==> config.mk <==
export PLATFORM = sky130hd
export DESIGN_NAME = pwpm_measure
export DESIGN_NICKNAME = d
export VERILOG_FILES = /design/src/pwpm_pkg.sv /design/src/pwpm_measure.sv
export SDC_FILE = /design/constraint.sdc
export NUM_CORES = 1
export LEC_CHECK = 0
export ABC_AREA = 1
export CAP_MARGIN = 30
export CELL_PAD_IN_SITES_DETAIL_PLACEMENT = 0
export CELL_PAD_IN_SITES_GLOBAL_PLACEMENT = 1
export CORE_MARGIN = 4
export CORE_UTILIZATION = 42
export DETAILED_ROUTE_END_ITERATION = 8
export DONT_BUFFER_PORTS = 1
export HOLD_SLACK_MARGIN = 0.12
export PLACE_DENSITY_LB_ADDON = 0.1
export REMOVE_ABC_BUFFERS = 1
export SYNTH_ARGS = -nofsm -noshare
export SYNTH_HDL_FRONTEND = slang
export SYNTH_SLANG_ARGS = --single-unit
==> constraint.sdc <==
create_clock -name ref_clk -period 1.9 [get_ports ref_clk]
set_input_delay 0.095 -clock ref_clk [delete_from_list [all_inputs] [get_ports ref_clk]]
set_output_delay 0.095 -clock ref_clk [all_outputs]
set_load 0.03 [all_outputs]
==> src/pwpm_pkg.sv <==
//------------------------------------------------------------
// Pulse width / period measurement constants
//------------------------------------------------------------
// Purpose: register map, field layout and counts for the PWM timer
// Assumes: APB slave with 32-bit data, register index times four
// Notes: the quadrature decoder lives outside this block
//
// Summary of operation
// - Width and period measured per channel, four channels
// - Runs beside quadrature decoding, never disturbing it
// - Divisor field bits 7:4 sets measurement clock
// - Measurement rate is reference over divisor plus one
// - Bits 3:0 pick PWM or quadrature FIFO data
// - Width register gives unsigned 24-bit tick count
// - Width holding value changes only on period read or timeout clear
// - Period register gives last complete rising-to-rising cycle
// - Counter reaching 2^24 clears width and period
package pwpm_pkg;
	localparam int NUM_CHAN = 4;
	localparam int CNT_W = 25;
	localparam int VAL_W = 24;
	localparam int ADDR_W = 12;

	// Register indices, byte address is four times the index
	localparam int IDX_CTRL = 26;
	localparam int IDX_WIDTH0 = 60;
	localparam int IDX_PERIOD0 = 61;

	// Control register fields and reset values
	localparam int DIV_LSB = 4;
	localparam int DIV_W = 4;
	localparam int SEL_LSB = 0;
	localparam logic [7:0] CTRL_RESET = 8'h00;

	// Counter timeout value, two to the twenty-fourth
	localparam logic [24:0] CNT_TIMEOUT = 25'h1000000;
	localparam logic [24:0] CNT_ZERO = 25'h0000000;
	localparam logic [24:0] CNT_ONE = 25'h0000001;

	// APB request and answer carriers
	typedef struct packed {
		logic psel;
		logic penable;
		logic pwrite;
		logic [ADDR_W-1:0] paddr;
		logic [31:0] pwdata;
	} pwpm_apb_req_s;

	typedef struct packed {
		logic pready;
		logic [31:0] prdata;
		logic pslverr;
	} pwpm_apb_rsp_s;

	// Byte address of a register index
	function automatic logic [ADDR_W-1:0] pwpm_addr(input int idx);
		pwpm_addr = ADDR_W'(idx * 4);
	endfunction : pwpm_addr
endpackage : pwpm_pkg

==> src/pwpm_measure.sv <==
//------------------------------------------------------------
// Pulse width / period measurement, four channels
//------------------------------------------------------------
// Purpose: time the A input of each encoder channel, APB readout
// Assumes: ref_clk is the measurement reference, inputs synchronous
// Notes: A inputs are only observed, so quadrature counting is untouched
//
// The APB slave port was chosen for this implementation.
module pwpm_measure (
	input wire logic ref_clk,
	input wire logic rst_n,
	input wire pwpm_pkg::pwpm_apb_req_s apbReq,
	output pwpm_pkg::pwpm_apb_rsp_s apbRsp,
	input wire logic [pwpm_pkg::NUM_CHAN-1:0] chanA,
	output logic [pwpm_pkg::NUM_CHAN-1:0] fifoSelPwm
);
	import pwpm_pkg::*;

	//------------------------------------------------------------
	// State
	//------------------------------------------------------------
	typedef struct packed {
		logic [7:0] ctrl;
		logic [DIV_W-1:0] presc;
		logic [NUM_CHAN-1:0] sync1;
		logic [NUM_CHAN-1:0] sync2;
		logic [NUM_CHAN-1:0] prev;
		logic [NUM_CHAN-1:0][CNT_W-1:0] perCnt;
		logic [NUM_CHAN-1:0][CNT_W-1:0] wCnt;
		logic [NUM_CHAN-1:0][VAL_W-1:0] widthLive;
		logic [NUM_CHAN-1:0][VAL_W-1:0] periodVal;
		logic [NUM_CHAN-1:0][VAL_W-1:0] widthHold;
		logic [31:0] rdata;
		logic slverr;
	} pwpm_state_s;

	pwpm_state_s st_reg;
	pwpm_state_s st_next;
	logic [DIV_W-1:0] divisor;
	logic tick;
	logic setupCyc;
	logic accessRd;
	logic accessWr;
	logic [NUM_CHAN-1:0] rise;
	logic [NUM_CHAN-1:0] fall;
	logic [NUM_CHAN-1:0] perRd;
	logic [NUM_CHAN-1:0] timeout;

	//------------------------------------------------------------
	// Decode and measurement tick
	//------------------------------------------------------------
	// divisor field select
	assign divisor = st_reg.ctrl[DIV_LSB +: DIV_W];
	// one tick per divisor plus one clocks
	assign tick = (st_reg.presc == divisor);
	assign setupCyc = apbReq.psel && !apbReq.penable;
	assign accessRd = apbReq.psel && apbReq.penable && !apbReq.pwrite;
	assign accessWr = apbReq.psel && apbReq.penable && apbReq.pwrite;

	// Edge, read and timeout strobes per channel
	always_comb begin
		for (int c = 0; c < NUM_CHAN; c++) begin
			rise[c] = tick && st_reg.sync2[c] && !st_reg.prev[c];
			fall[c] = tick && !st_reg.sync2[c] && st_reg.prev[c];
			perRd[c] = accessRd && (apbReq.paddr == pwpm_addr(IDX_PERIOD0 + 2 * c));
			timeout[c] = (st_reg.perCnt[c] == CNT_TIMEOUT) || (st_reg.wCnt[c] == CNT_TIMEOUT);
		end
	end

	//------------------------------------------------------------
	// Next state
	//------------------------------------------------------------
	always_comb begin
		st_next = st_reg;
		st_next.presc = tick ? '0 : st_reg.presc + 4'h1;
		st_next.sync1 = chanA;
		st_next.sync2 = st_reg.sync1;
		if (accessWr && apbReq.paddr == pwpm_addr(IDX_CTRL)) begin
			st_next.ctrl = apbReq.pwdata[7:0];
			// Restart divider so a new rate starts clean
			st_next.presc = '0;
		end
		for (int c = 0; c < NUM_CHAN; c++) begin
			if (tick) begin
				st_next.prev[c] = st_reg.sync2[c];
			end
			if (rise[c]) begin
				st_next.periodVal[c] = st_reg.perCnt[c][VAL_W-1:0];
				st_next.perCnt[c] = CNT_ONE;
				st_next.wCnt[c] = CNT_ONE;
			end else if (tick) begin
				st_next.perCnt[c] = st_reg.perCnt[c] + CNT_ONE;
				if (fall[c]) begin
					st_next.widthLive[c] = st_reg.wCnt[c][VAL_W-1:0];
				end else if (st_reg.prev[c]) begin
					st_next.wCnt[c] = st_reg.wCnt[c] + CNT_ONE;
				end
			end
			if (perRd[c]) begin
				st_next.widthHold[c] = st_reg.widthLive[c];
			end
			if (timeout[c]) begin
				st_next.perCnt[c] = CNT_ZERO;
				st_next.wCnt[c] = CNT_ZERO;
				st_next.periodVal[c] = '0;
				st_next.widthLive[c] = '0;
				st_next.widthHold[c] = '0;
			end
		end
		// Read data and error prepared in setup cycle
		if (setupCyc) begin
			st_next.rdata = '0;
			st_next.slverr = 1'b1;
			if (apbReq.paddr == pwpm_addr(IDX_CTRL)) begin
				st_next.rdata = {24'h000000, st_reg.ctrl};
				st_next.slverr = 1'b0;
			end
			for (int c = 0; c < NUM_CHAN; c++) begin
				if (apbReq.paddr == pwpm_addr(IDX_WIDTH0 + 2 * c)) begin
					st_next.rdata = {8'h00, st_reg.widthHold[c]};
					st_next.slverr = 1'b0;
				end
				if (apbReq.paddr == pwpm_addr(IDX_PERIOD0 + 2 * c)) begin
					st_next.rdata = {8'h00, st_reg.periodVal[c]};
					st_next.slverr = 1'b0;
				end
			end
		end
	end

	//------------------------------------------------------------
	// Registers
	//------------------------------------------------------------
	always_ff @(posedge ref_clk) begin
		if (!rst_n) begin
			st_reg <= '0;
			st_reg.ctrl <= CTRL_RESET;
		end else begin
			st_reg <= st_next;
		end
	end

	//------------------------------------------------------------
	// Outputs
	//------------------------------------------------------------
	// Zero-wait slave, data from flops
	assign apbRsp.pready = 1'b1;
	assign apbRsp.prdata = st_reg.rdata;
	assign apbRsp.pslverr = st_reg.slverr && apbReq.psel && apbReq.penable;
	assign fifoSelPwm = st_reg.ctrl[SEL_LSB +: NUM_CHAN];
endmodule : pwpm_measure

Word-level counts from Yosys, hierarchy flattened --
Cells that the tools add are included.
Storage, ports and cells: flip-flop bits (word level) 545, bits of input ports 53, output and inout bits 38, word-level logic and storage cells 178
Cells by class: $add $sub $neg 9, equal/unequal tests 22, multiplexer cells 33, bitwise logic cells 9, reductions and logical operators 70
Operators by type and width (number):
- $mux W33 | 8
- $add A25 B1 Y25 const B | 8
- $eq A25 B25 Y1 const B | 8
- $eq A12 B8 Y1 const B | 4
- $eq A12 B9 Y1 const B | 4
- $reduce_and A3 Y1 | 12
- $logic_and A1 B1 Y1 | 27
- $mux W1 | 24
- $reduce_bool A2 Y1 | 8
- $reduce_or A3 Y1 | 5
- $eq A12 B7 Y1 const B | 1
- $logic_not A1 Y1 | 10
- $mux W9 | 1
- $not A1 Y1 | 9
- $ne A2 B2 Y1 const B | 4
- $reduce_or A2 Y1 | 4
- $add A4 B1 Y4 const B | 1
- $eq A4 B4 Y1 | 1
- $logic_or A1 B1 Y1 | 4

Longest topological paths before layout --
depth after elaboration 10, gate-level depth with buffers 13, mapped depth without buffers 13

Least setup slack after synthesis --
OpenSTA, ideal clock, no wires.
path type register -> register, from register st_reg[371] in the netlist's numbering, to register st_reg[194] in the netlist's numbering, library setup time 0.070 ns, data arrival time 1.796 ns, required time 1.830 ns, setup slack 0.035 ns, cell stages (with the launch flop) 12, buffers on the path 2, clock period less this slack 1.865 ns, cells stage by stage dfxtp_1 > inv_1 > ha_1 > nand4_1 > nor2_1 > nand3_1 > nand2_1 > a31oi_1 > clkbuf_1 > clkbuf_1 > o21ai_0 > a21oi_1
On the way: word-level cells in the longest chain between the ends 3
RTL lines:
- start: declaration | line pwpm_measure.sv:37 | pwpm_state_s st_reg;
- start signal: assignment | line pwpm_measure.sv:139 | st_reg <= st_next;
- $eq A25 B25 Y1 | line pwpm_measure.sv:66 | timeout[c] = (st_reg.perCnt[c] == CNT_TIMEOUT) || (st_reg.wCnt[c] == CNT_TIMEOUT);
- $logic_or A1 B1 Y1 | line pwpm_measure.sv:66
- $reduce_or A2 Y1 (no source line)
No other way between the ends. A chain may end at the register's enable or synchronous reset.

Worst setup path in the final report --
from register st_reg[533] in the netlist's numbering, to register st_reg[434] in the netlist's numbering
On the way: word-level cells in the longest chain between the ends 4
RTL lines:
- $eq A4 B4 Y1 (*) | line pwpm_measure.sv:55 | assign tick = (st_reg.presc == divisor);
- $logic_and A1 B1 Y1 (2 in a row) | line pwpm_measure.sv:63 | rise[c] = tick && st_reg.sync2[c] && !st_reg.prev[c];
- $reduce_or A3 Y1 (no source line)
Mark *: on every way between the ends. The rest lies on a longest branch, timed or not.

==> report_table.html <==
<table>
<tr><th>Metric</th><th>Value</th></tr>
<tr><th colspan="2">Run status</th></tr>
<tr><td>Status</td><td>finished, violations left</td></tr>
<tr><td>Violated checks</td><td>negative setup slack</td></tr>
<tr><th colspan="2">Logic synthesis</th></tr>
<tr><td>#FFs+latches synth</td><td>around 540</td></tr>
<tr><td>Gate count of the mapped netlist</td><td>roughly 3700</td></tr>
<tr><td>Synth area leader</td><td>dfxtp_1</td></tr>
<tr><td>Post-synthesis sequential area ratio</td><td>42.0%</td></tr>
<tr><td>Most used flip-flop cell after synthesis</td><td>dfxtp_1</td></tr>
<tr><td>EDFF count, synth</td><td>0</td></tr>
<tr><td>Synth Area in Adders</td><td>less than 1%</td></tr>
<tr><td>Area contributors post-synth</td><td>dfxtp_1 (42%), nand2_1 (13%), inv_1 (7.3%)</td></tr>
<tr><td>Share of cell area taken by muxes after synthesis</td><td>0%</td></tr>
<tr><td>Synth Area per Inst</td><td>between 6 and 7 um^2</td></tr>
<tr><td>Count of yosys warnings during synthesis</td><td>0</td></tr>
<tr><td>Basic-gate share of the synthesized area counting and, or, nand and nor cells</td><td>between 20% and 30%</td></tr>
<tr><td>Fraction of synthesized cell area taken by the top area cell type</td><td>between 40% and 50%</td></tr>
<tr><td>Fraction of the mapped netlist area in compound gates</td><td>between 10 and 15%</td></tr>
<tr><td>Area of the mapped netlist</td><td>about 26000 um^2</td></tr>
<tr><td>Area share of xor/xnor cells in the synthesized design</td><td>4.48%</td></tr>
<tr><td>Number of distinct library cell variants in the gate-level netlist after synthesis</td><td>47</td></tr>
<tr><td>Main combinational cell family by area after synthesis</td><td>simple AND/OR/NAND/NOR gates</td></tr>
<tr><td>Share of synthesized registers carrying an async set or reset</td><td>0%</td></tr>
<tr><th colspan="2">GRT</th></tr>
<tr><td>Antenna violations before repair</td><td>1</td></tr>
<tr><td>Maximum number of pins on one net before global-route repair</td><td>49</td></tr>
<tr><td>Total track usage</td><td>approximately 25%</td></tr>
<tr><td>Global route overflow</td><td>0</td></tr>
<tr><td>Wire length of the first global-routing pass</td><td>130000 um</td></tr>
<tr><td>Vias in the first global route</td><td>22982</td></tr>
<tr><th colspan="2">STA</th></tr>
<tr><td>Hold Slack</td><td>roughly 0.18 ns</td></tr>
<tr><td>Final Max Tran Viols</td><td>0</td></tr>
<tr><td>Number of setup violations in the final report</td><td>around 220</td></tr>
<tr><td>Worst Slack Setup Final</td><td>-0.138 ns</td></tr>
<tr><td>Max Fclk</td><td>roughly 490 MHz</td></tr>
<tr><td>Final critical path time including I/O delays and setup</td><td>2.04 ns</td></tr>
<tr><td>Max-slew headroom at the worst pin</td><td>between 40% and 50%</td></tr>
<tr><td>RSZ-0062 raised after global routing</td><td>yes</td></tr>
<tr><td>Total negative slack</td><td>-6.67 ns</td></tr>
<tr><td>Slew @ Worst Pin</td><td>0.825 ns</td></tr>
<tr><td>Count of endpoints failing hold in the final timing report</td><td>0</td></tr>
<tr><td>Part of the cycle the worst path needs</td><td>107%</td></tr>
<tr><td>Fin Clk Skew</td><td>0.0112 ns</td></tr>
<tr><th colspan="2">Floorplan</th></tr>
<tr><td>Horizontal extent of the die</td><td>between 200 and 300 um</td></tr>
<tr><td>Area of the core region</td><td>between 60000 and 70000 um^2</td></tr>
<tr><td>Die footprint</td><td>between 60000 and 70000 um^2</td></tr>
<tr><td>Initial standard-cell utilization of the core</td><td>~42%</td></tr>
<tr><td>Number of placement rows</td><td>90</td></tr>
<tr><td>Number of ports placed on the die boundary</td><td>91</td></tr>
<tr><td>Die Span Y</td><td>between 200 and 300 um</td></tr>
<tr><th colspan="2">Power</th></tr>
<tr><td>Largest vdd supply drop</td><td>about 1.1 mV</td></tr>
<tr><td>Static leakage</td><td>approximately 0.013 uW</td></tr>
<tr><td>Pwr Density</td><td>slightly below 800 nW/um^2</td></tr>
<tr><th colspan="2">Setup path</th></tr>
<tr><td>Reg-to-reg startpoint</td><td>st_reg[533]$_SDFF_PP0_</td></tr>
<tr><td>Required time worst endpoint</td><td>~2.4 ns</td></tr>
<tr><td>Ordered list of cells on the worst path</td><td>or2_1 -&gt; a21oi_2 -&gt; nand2_4 -&gt; buf_12 -&gt; inv_8 -&gt; buf_12 -&gt; nand2_2 -&gt; nor2_4 -&gt; nand3b_1 -&gt; nor2_1 -&gt; xor2_1 -&gt; nor2_1</td></tr>
<tr><td>Critical Setup Path Class</td><td>flip-flop to flip-flop</td></tr>
<tr><td>Setup crit end kind</td><td>flip-flop</td></tr>
<tr><td>Signal arrival time at the worst endpoint</td><td>between 2 and 3 ns</td></tr>
<tr><td>Largest stage delay, worst path</td><td>between 0.3 and 0.4 ns</td></tr>
<tr><td>Crit path launch type</td><td>flip-flop</td></tr>
<tr><td>Maximum fanout count along the critical path</td><td>10</td></tr>
<tr><td>Endpoint of the lowest-slack register-to-register path</td><td>st_reg[434]$_SDFFE_PP0N_</td></tr>
<tr><td>Number of cells traversed by the worst register-to-register path</td><td>12</td></tr>
<tr><td>Flop2flop setup slack</td><td>-0.14 ns</td></tr>
<tr><td>Crit-path slowest cell</td><td>dfxtp_2</td></tr>
<tr><th colspan="2">Place</th></tr>
<tr><td>Worst slack, placed</td><td>-0.303 ns</td></tr>
<tr><td>HPWL after detailed placement</td><td>around 63000 um</td></tr>
<tr><td>Number of I/O port buffers</td><td>0</td></tr>
<tr><td>Post-placement cell count</td><td>between 4000 and 5000</td></tr>
<tr><td>Final GP Congestion</td><td>0.937</td></tr>
<tr><th colspan="2">Detailed routing</th></tr>
<tr><td>DRT antenna net count</td><td>0</td></tr>
<tr><td>Via-to-Cell Ratio</td><td>between 5 and 6</td></tr>
<tr><td>Number of detailed-routing iterations run before antenna repair</td><td>6</td></tr>
<tr><td>Wire per inst</td><td>roughly 17 um</td></tr>
<tr><td>DR DRC count</td><td>0</td></tr>
<tr><td>Number of vias after detailed routing</td><td>24571</td></tr>
<tr><td>Starting DRT DRC Count</td><td>2053</td></tr>
<tr><td>Final wirelength</td><td>83700 um</td></tr>
<tr><th colspan="2">Worst hold path</th></tr>
<tr><td>WHS Endpoint</td><td>st_reg[64]$_SDFFE_PP0P_</td></tr>
<tr><td>Min-Delay Startpoint</td><td>apbReq[35]</td></tr>
<tr><td>Class of the tightest hold or removal check</td><td>primary input to flip-flop</td></tr>
<tr><td>WHS Path Cells</td><td>7</td></tr>
<tr><th colspan="2">Layout</th></tr>
<tr><td>Most frequent cells in the layout</td><td>nand2_1 (866), dfxtp_1 (534), inv_1 (490), a21oi_1 (325), buf_4 (296)</td></tr>
<tr><td>Post-layout nets</td><td>~4000</td></tr>
<tr><td>Reg area</td><td>around 11000 um^2</td></tr>
<tr><td>Most common cell after layout, fill and taps aside</td><td>nand2_1</td></tr>
<tr><td>Antenna diode count</td><td>0</td></tr>
<tr><td>Area taken by multi-input logic gates</td><td>12600 um^2</td></tr>
<tr><td>Finished Layout Cells</td><td>between 4000 and 5000</td></tr>
<tr><td>Final core occ</td><td>53.1%</td></tr>
<tr><td>Fillers</td><td>approximately 5900</td></tr>
<tr><td>Flip-flop count of the largest register after layout</td><td>501</td></tr>
<tr><td>Area overhead of the layout relative to synthesis</td><td>25.2%</td></tr>
<tr><td>Share of post-route cells with drive strength above 1</td><td>around 16%</td></tr>
<tr><th colspan="2">Clock network</th></tr>
<tr><td>Clock tree buffer depth</td><td>3</td></tr>
<tr><td>Source-to-sink clock delay at the later pin of the worst-skew pair</td><td>around 0.62 ns</td></tr>
<tr><td>Clock transition at the register clock pins on the worst setup and hold paths after CTS</td><td>~0.060 ns</td></tr>
<tr><td>Library cell used as clock root buffer</td><td>clkbuf_16</td></tr>
<tr><td>Maximum level of the CTS H-tree</td><td>2</td></tr>
<tr><td>TritonCTS clock tree</td><td>done</td></tr>
<tr><td>Clock sinks</td><td>around 540</td></tr>
<tr><td>Number of buffers created by CTS</td><td>60</td></tr>
<tr><th colspan="2">Run</th></tr>
<tr><td>Max Cap Viol</td><td>0</td></tr>
</table>
## logic make-up (layout without fill, tap and decap cells)
kind of cell,count (synthesis),count (layout)
buffers and inverters,701,1014
DFF,537,537
and+or+nand+nor,1672,1672
AOI/OAI and AO/OA,622,622
xor gates and xnor gates,131,131
adders and majority gates,17,17
other,2,9
## area by class of cell
class                   count  share of cell area (%)
well taps                 782                    3.05
clock buffers              81                    5.34
repair inverters            1                  0.0195
inverters                 515                    6.18
multi-input cells        2451                    39.3
flip-flops and latches    537                    33.6
clock inverters            30                    1.40
repair buffers            387                    11.1
## worst max-delay path by stage
stage                             start                        to  depth (start not counted)
6_report         st_reg[533]$_SDFF_PP0_  st_reg[434]$_SDFFE_PP0N_                         12
5_1_grt          st_reg[533]$_SDFF_PP0_  st_reg[462]$_SDFFE_PP0N_                         13
4_1_cts          st_reg[535]$_SDFF_PP0_  st_reg[377]$_SDFFE_PP0P_                         12
3_5_place_dp                 apbReq[33]    apbRsp[5]$_SDFFE_PN0P_                         13
3_3_place_gp                 apbReq[33]    apbRsp[5]$_SDFFE_PN0P_                         13
2_1_floorplan  st_reg[371]$_SDFFE_PP0P_  st_reg[377]$_SDFFE_PP0P_                         11
## critical path: cells and delay by family, from the launching register on
family / cells / cell delay [ns]
flops: 1 / 0.33
compound gates: 1 / 0.22
buf+inv: 3 / 0.37
xor+xnor: 1 / 0.16
simple gates: 7 / 0.85
## cells in the mapped netlist, types with 40 or more instances
master    instances
nand2_1         896
dfxtp_1         537
inv_1           495
a21oi_1         338
nor2_1          259
o21ai_0         223
nand3_1         181
nand4_1         143
xor2_1          124
clkbuf_1         92
nor3_1           92
buf_2            41
buf_4            40
nor4_1           40
## metrics by stage
stage               power, uW  instance area [um^2]
floorplan               12200                 24700
global placement        12600                 28500
detailed placement      12600                 28500
CTS                     25400                 31400
global route            26100                 32000
finish                  25200                 32000
## power breakdown
part,switching (uW),total [uW],internal (uW)
clock,4880,12700,7780
sequential,73.4,11500,11400
combinational,684,1100,416
total,5630,25200,19600
## per-layer routing
metal / share of wire, % / global-route usage [%] / vias to the layer above
met1: 49 / 37.0 / 11461
met5: 0 / 0 / -
met2: 43 / 38.0 / 587
met4: 3.6 / 8.45 / 0
met3: 4.8 / 3.00 / 135
li1: - / - / 12388
## timing repair
item,4_1_cts,5_1_grt
cloned,2,8
setup endpoints to repair,375,442
pin swaps,19,51
endpoints found under the hold margin,485,0
setup buffers,9,9
resized for setup,111,176
hold buffers,34,0
Power figures use the tool's default switching activity.
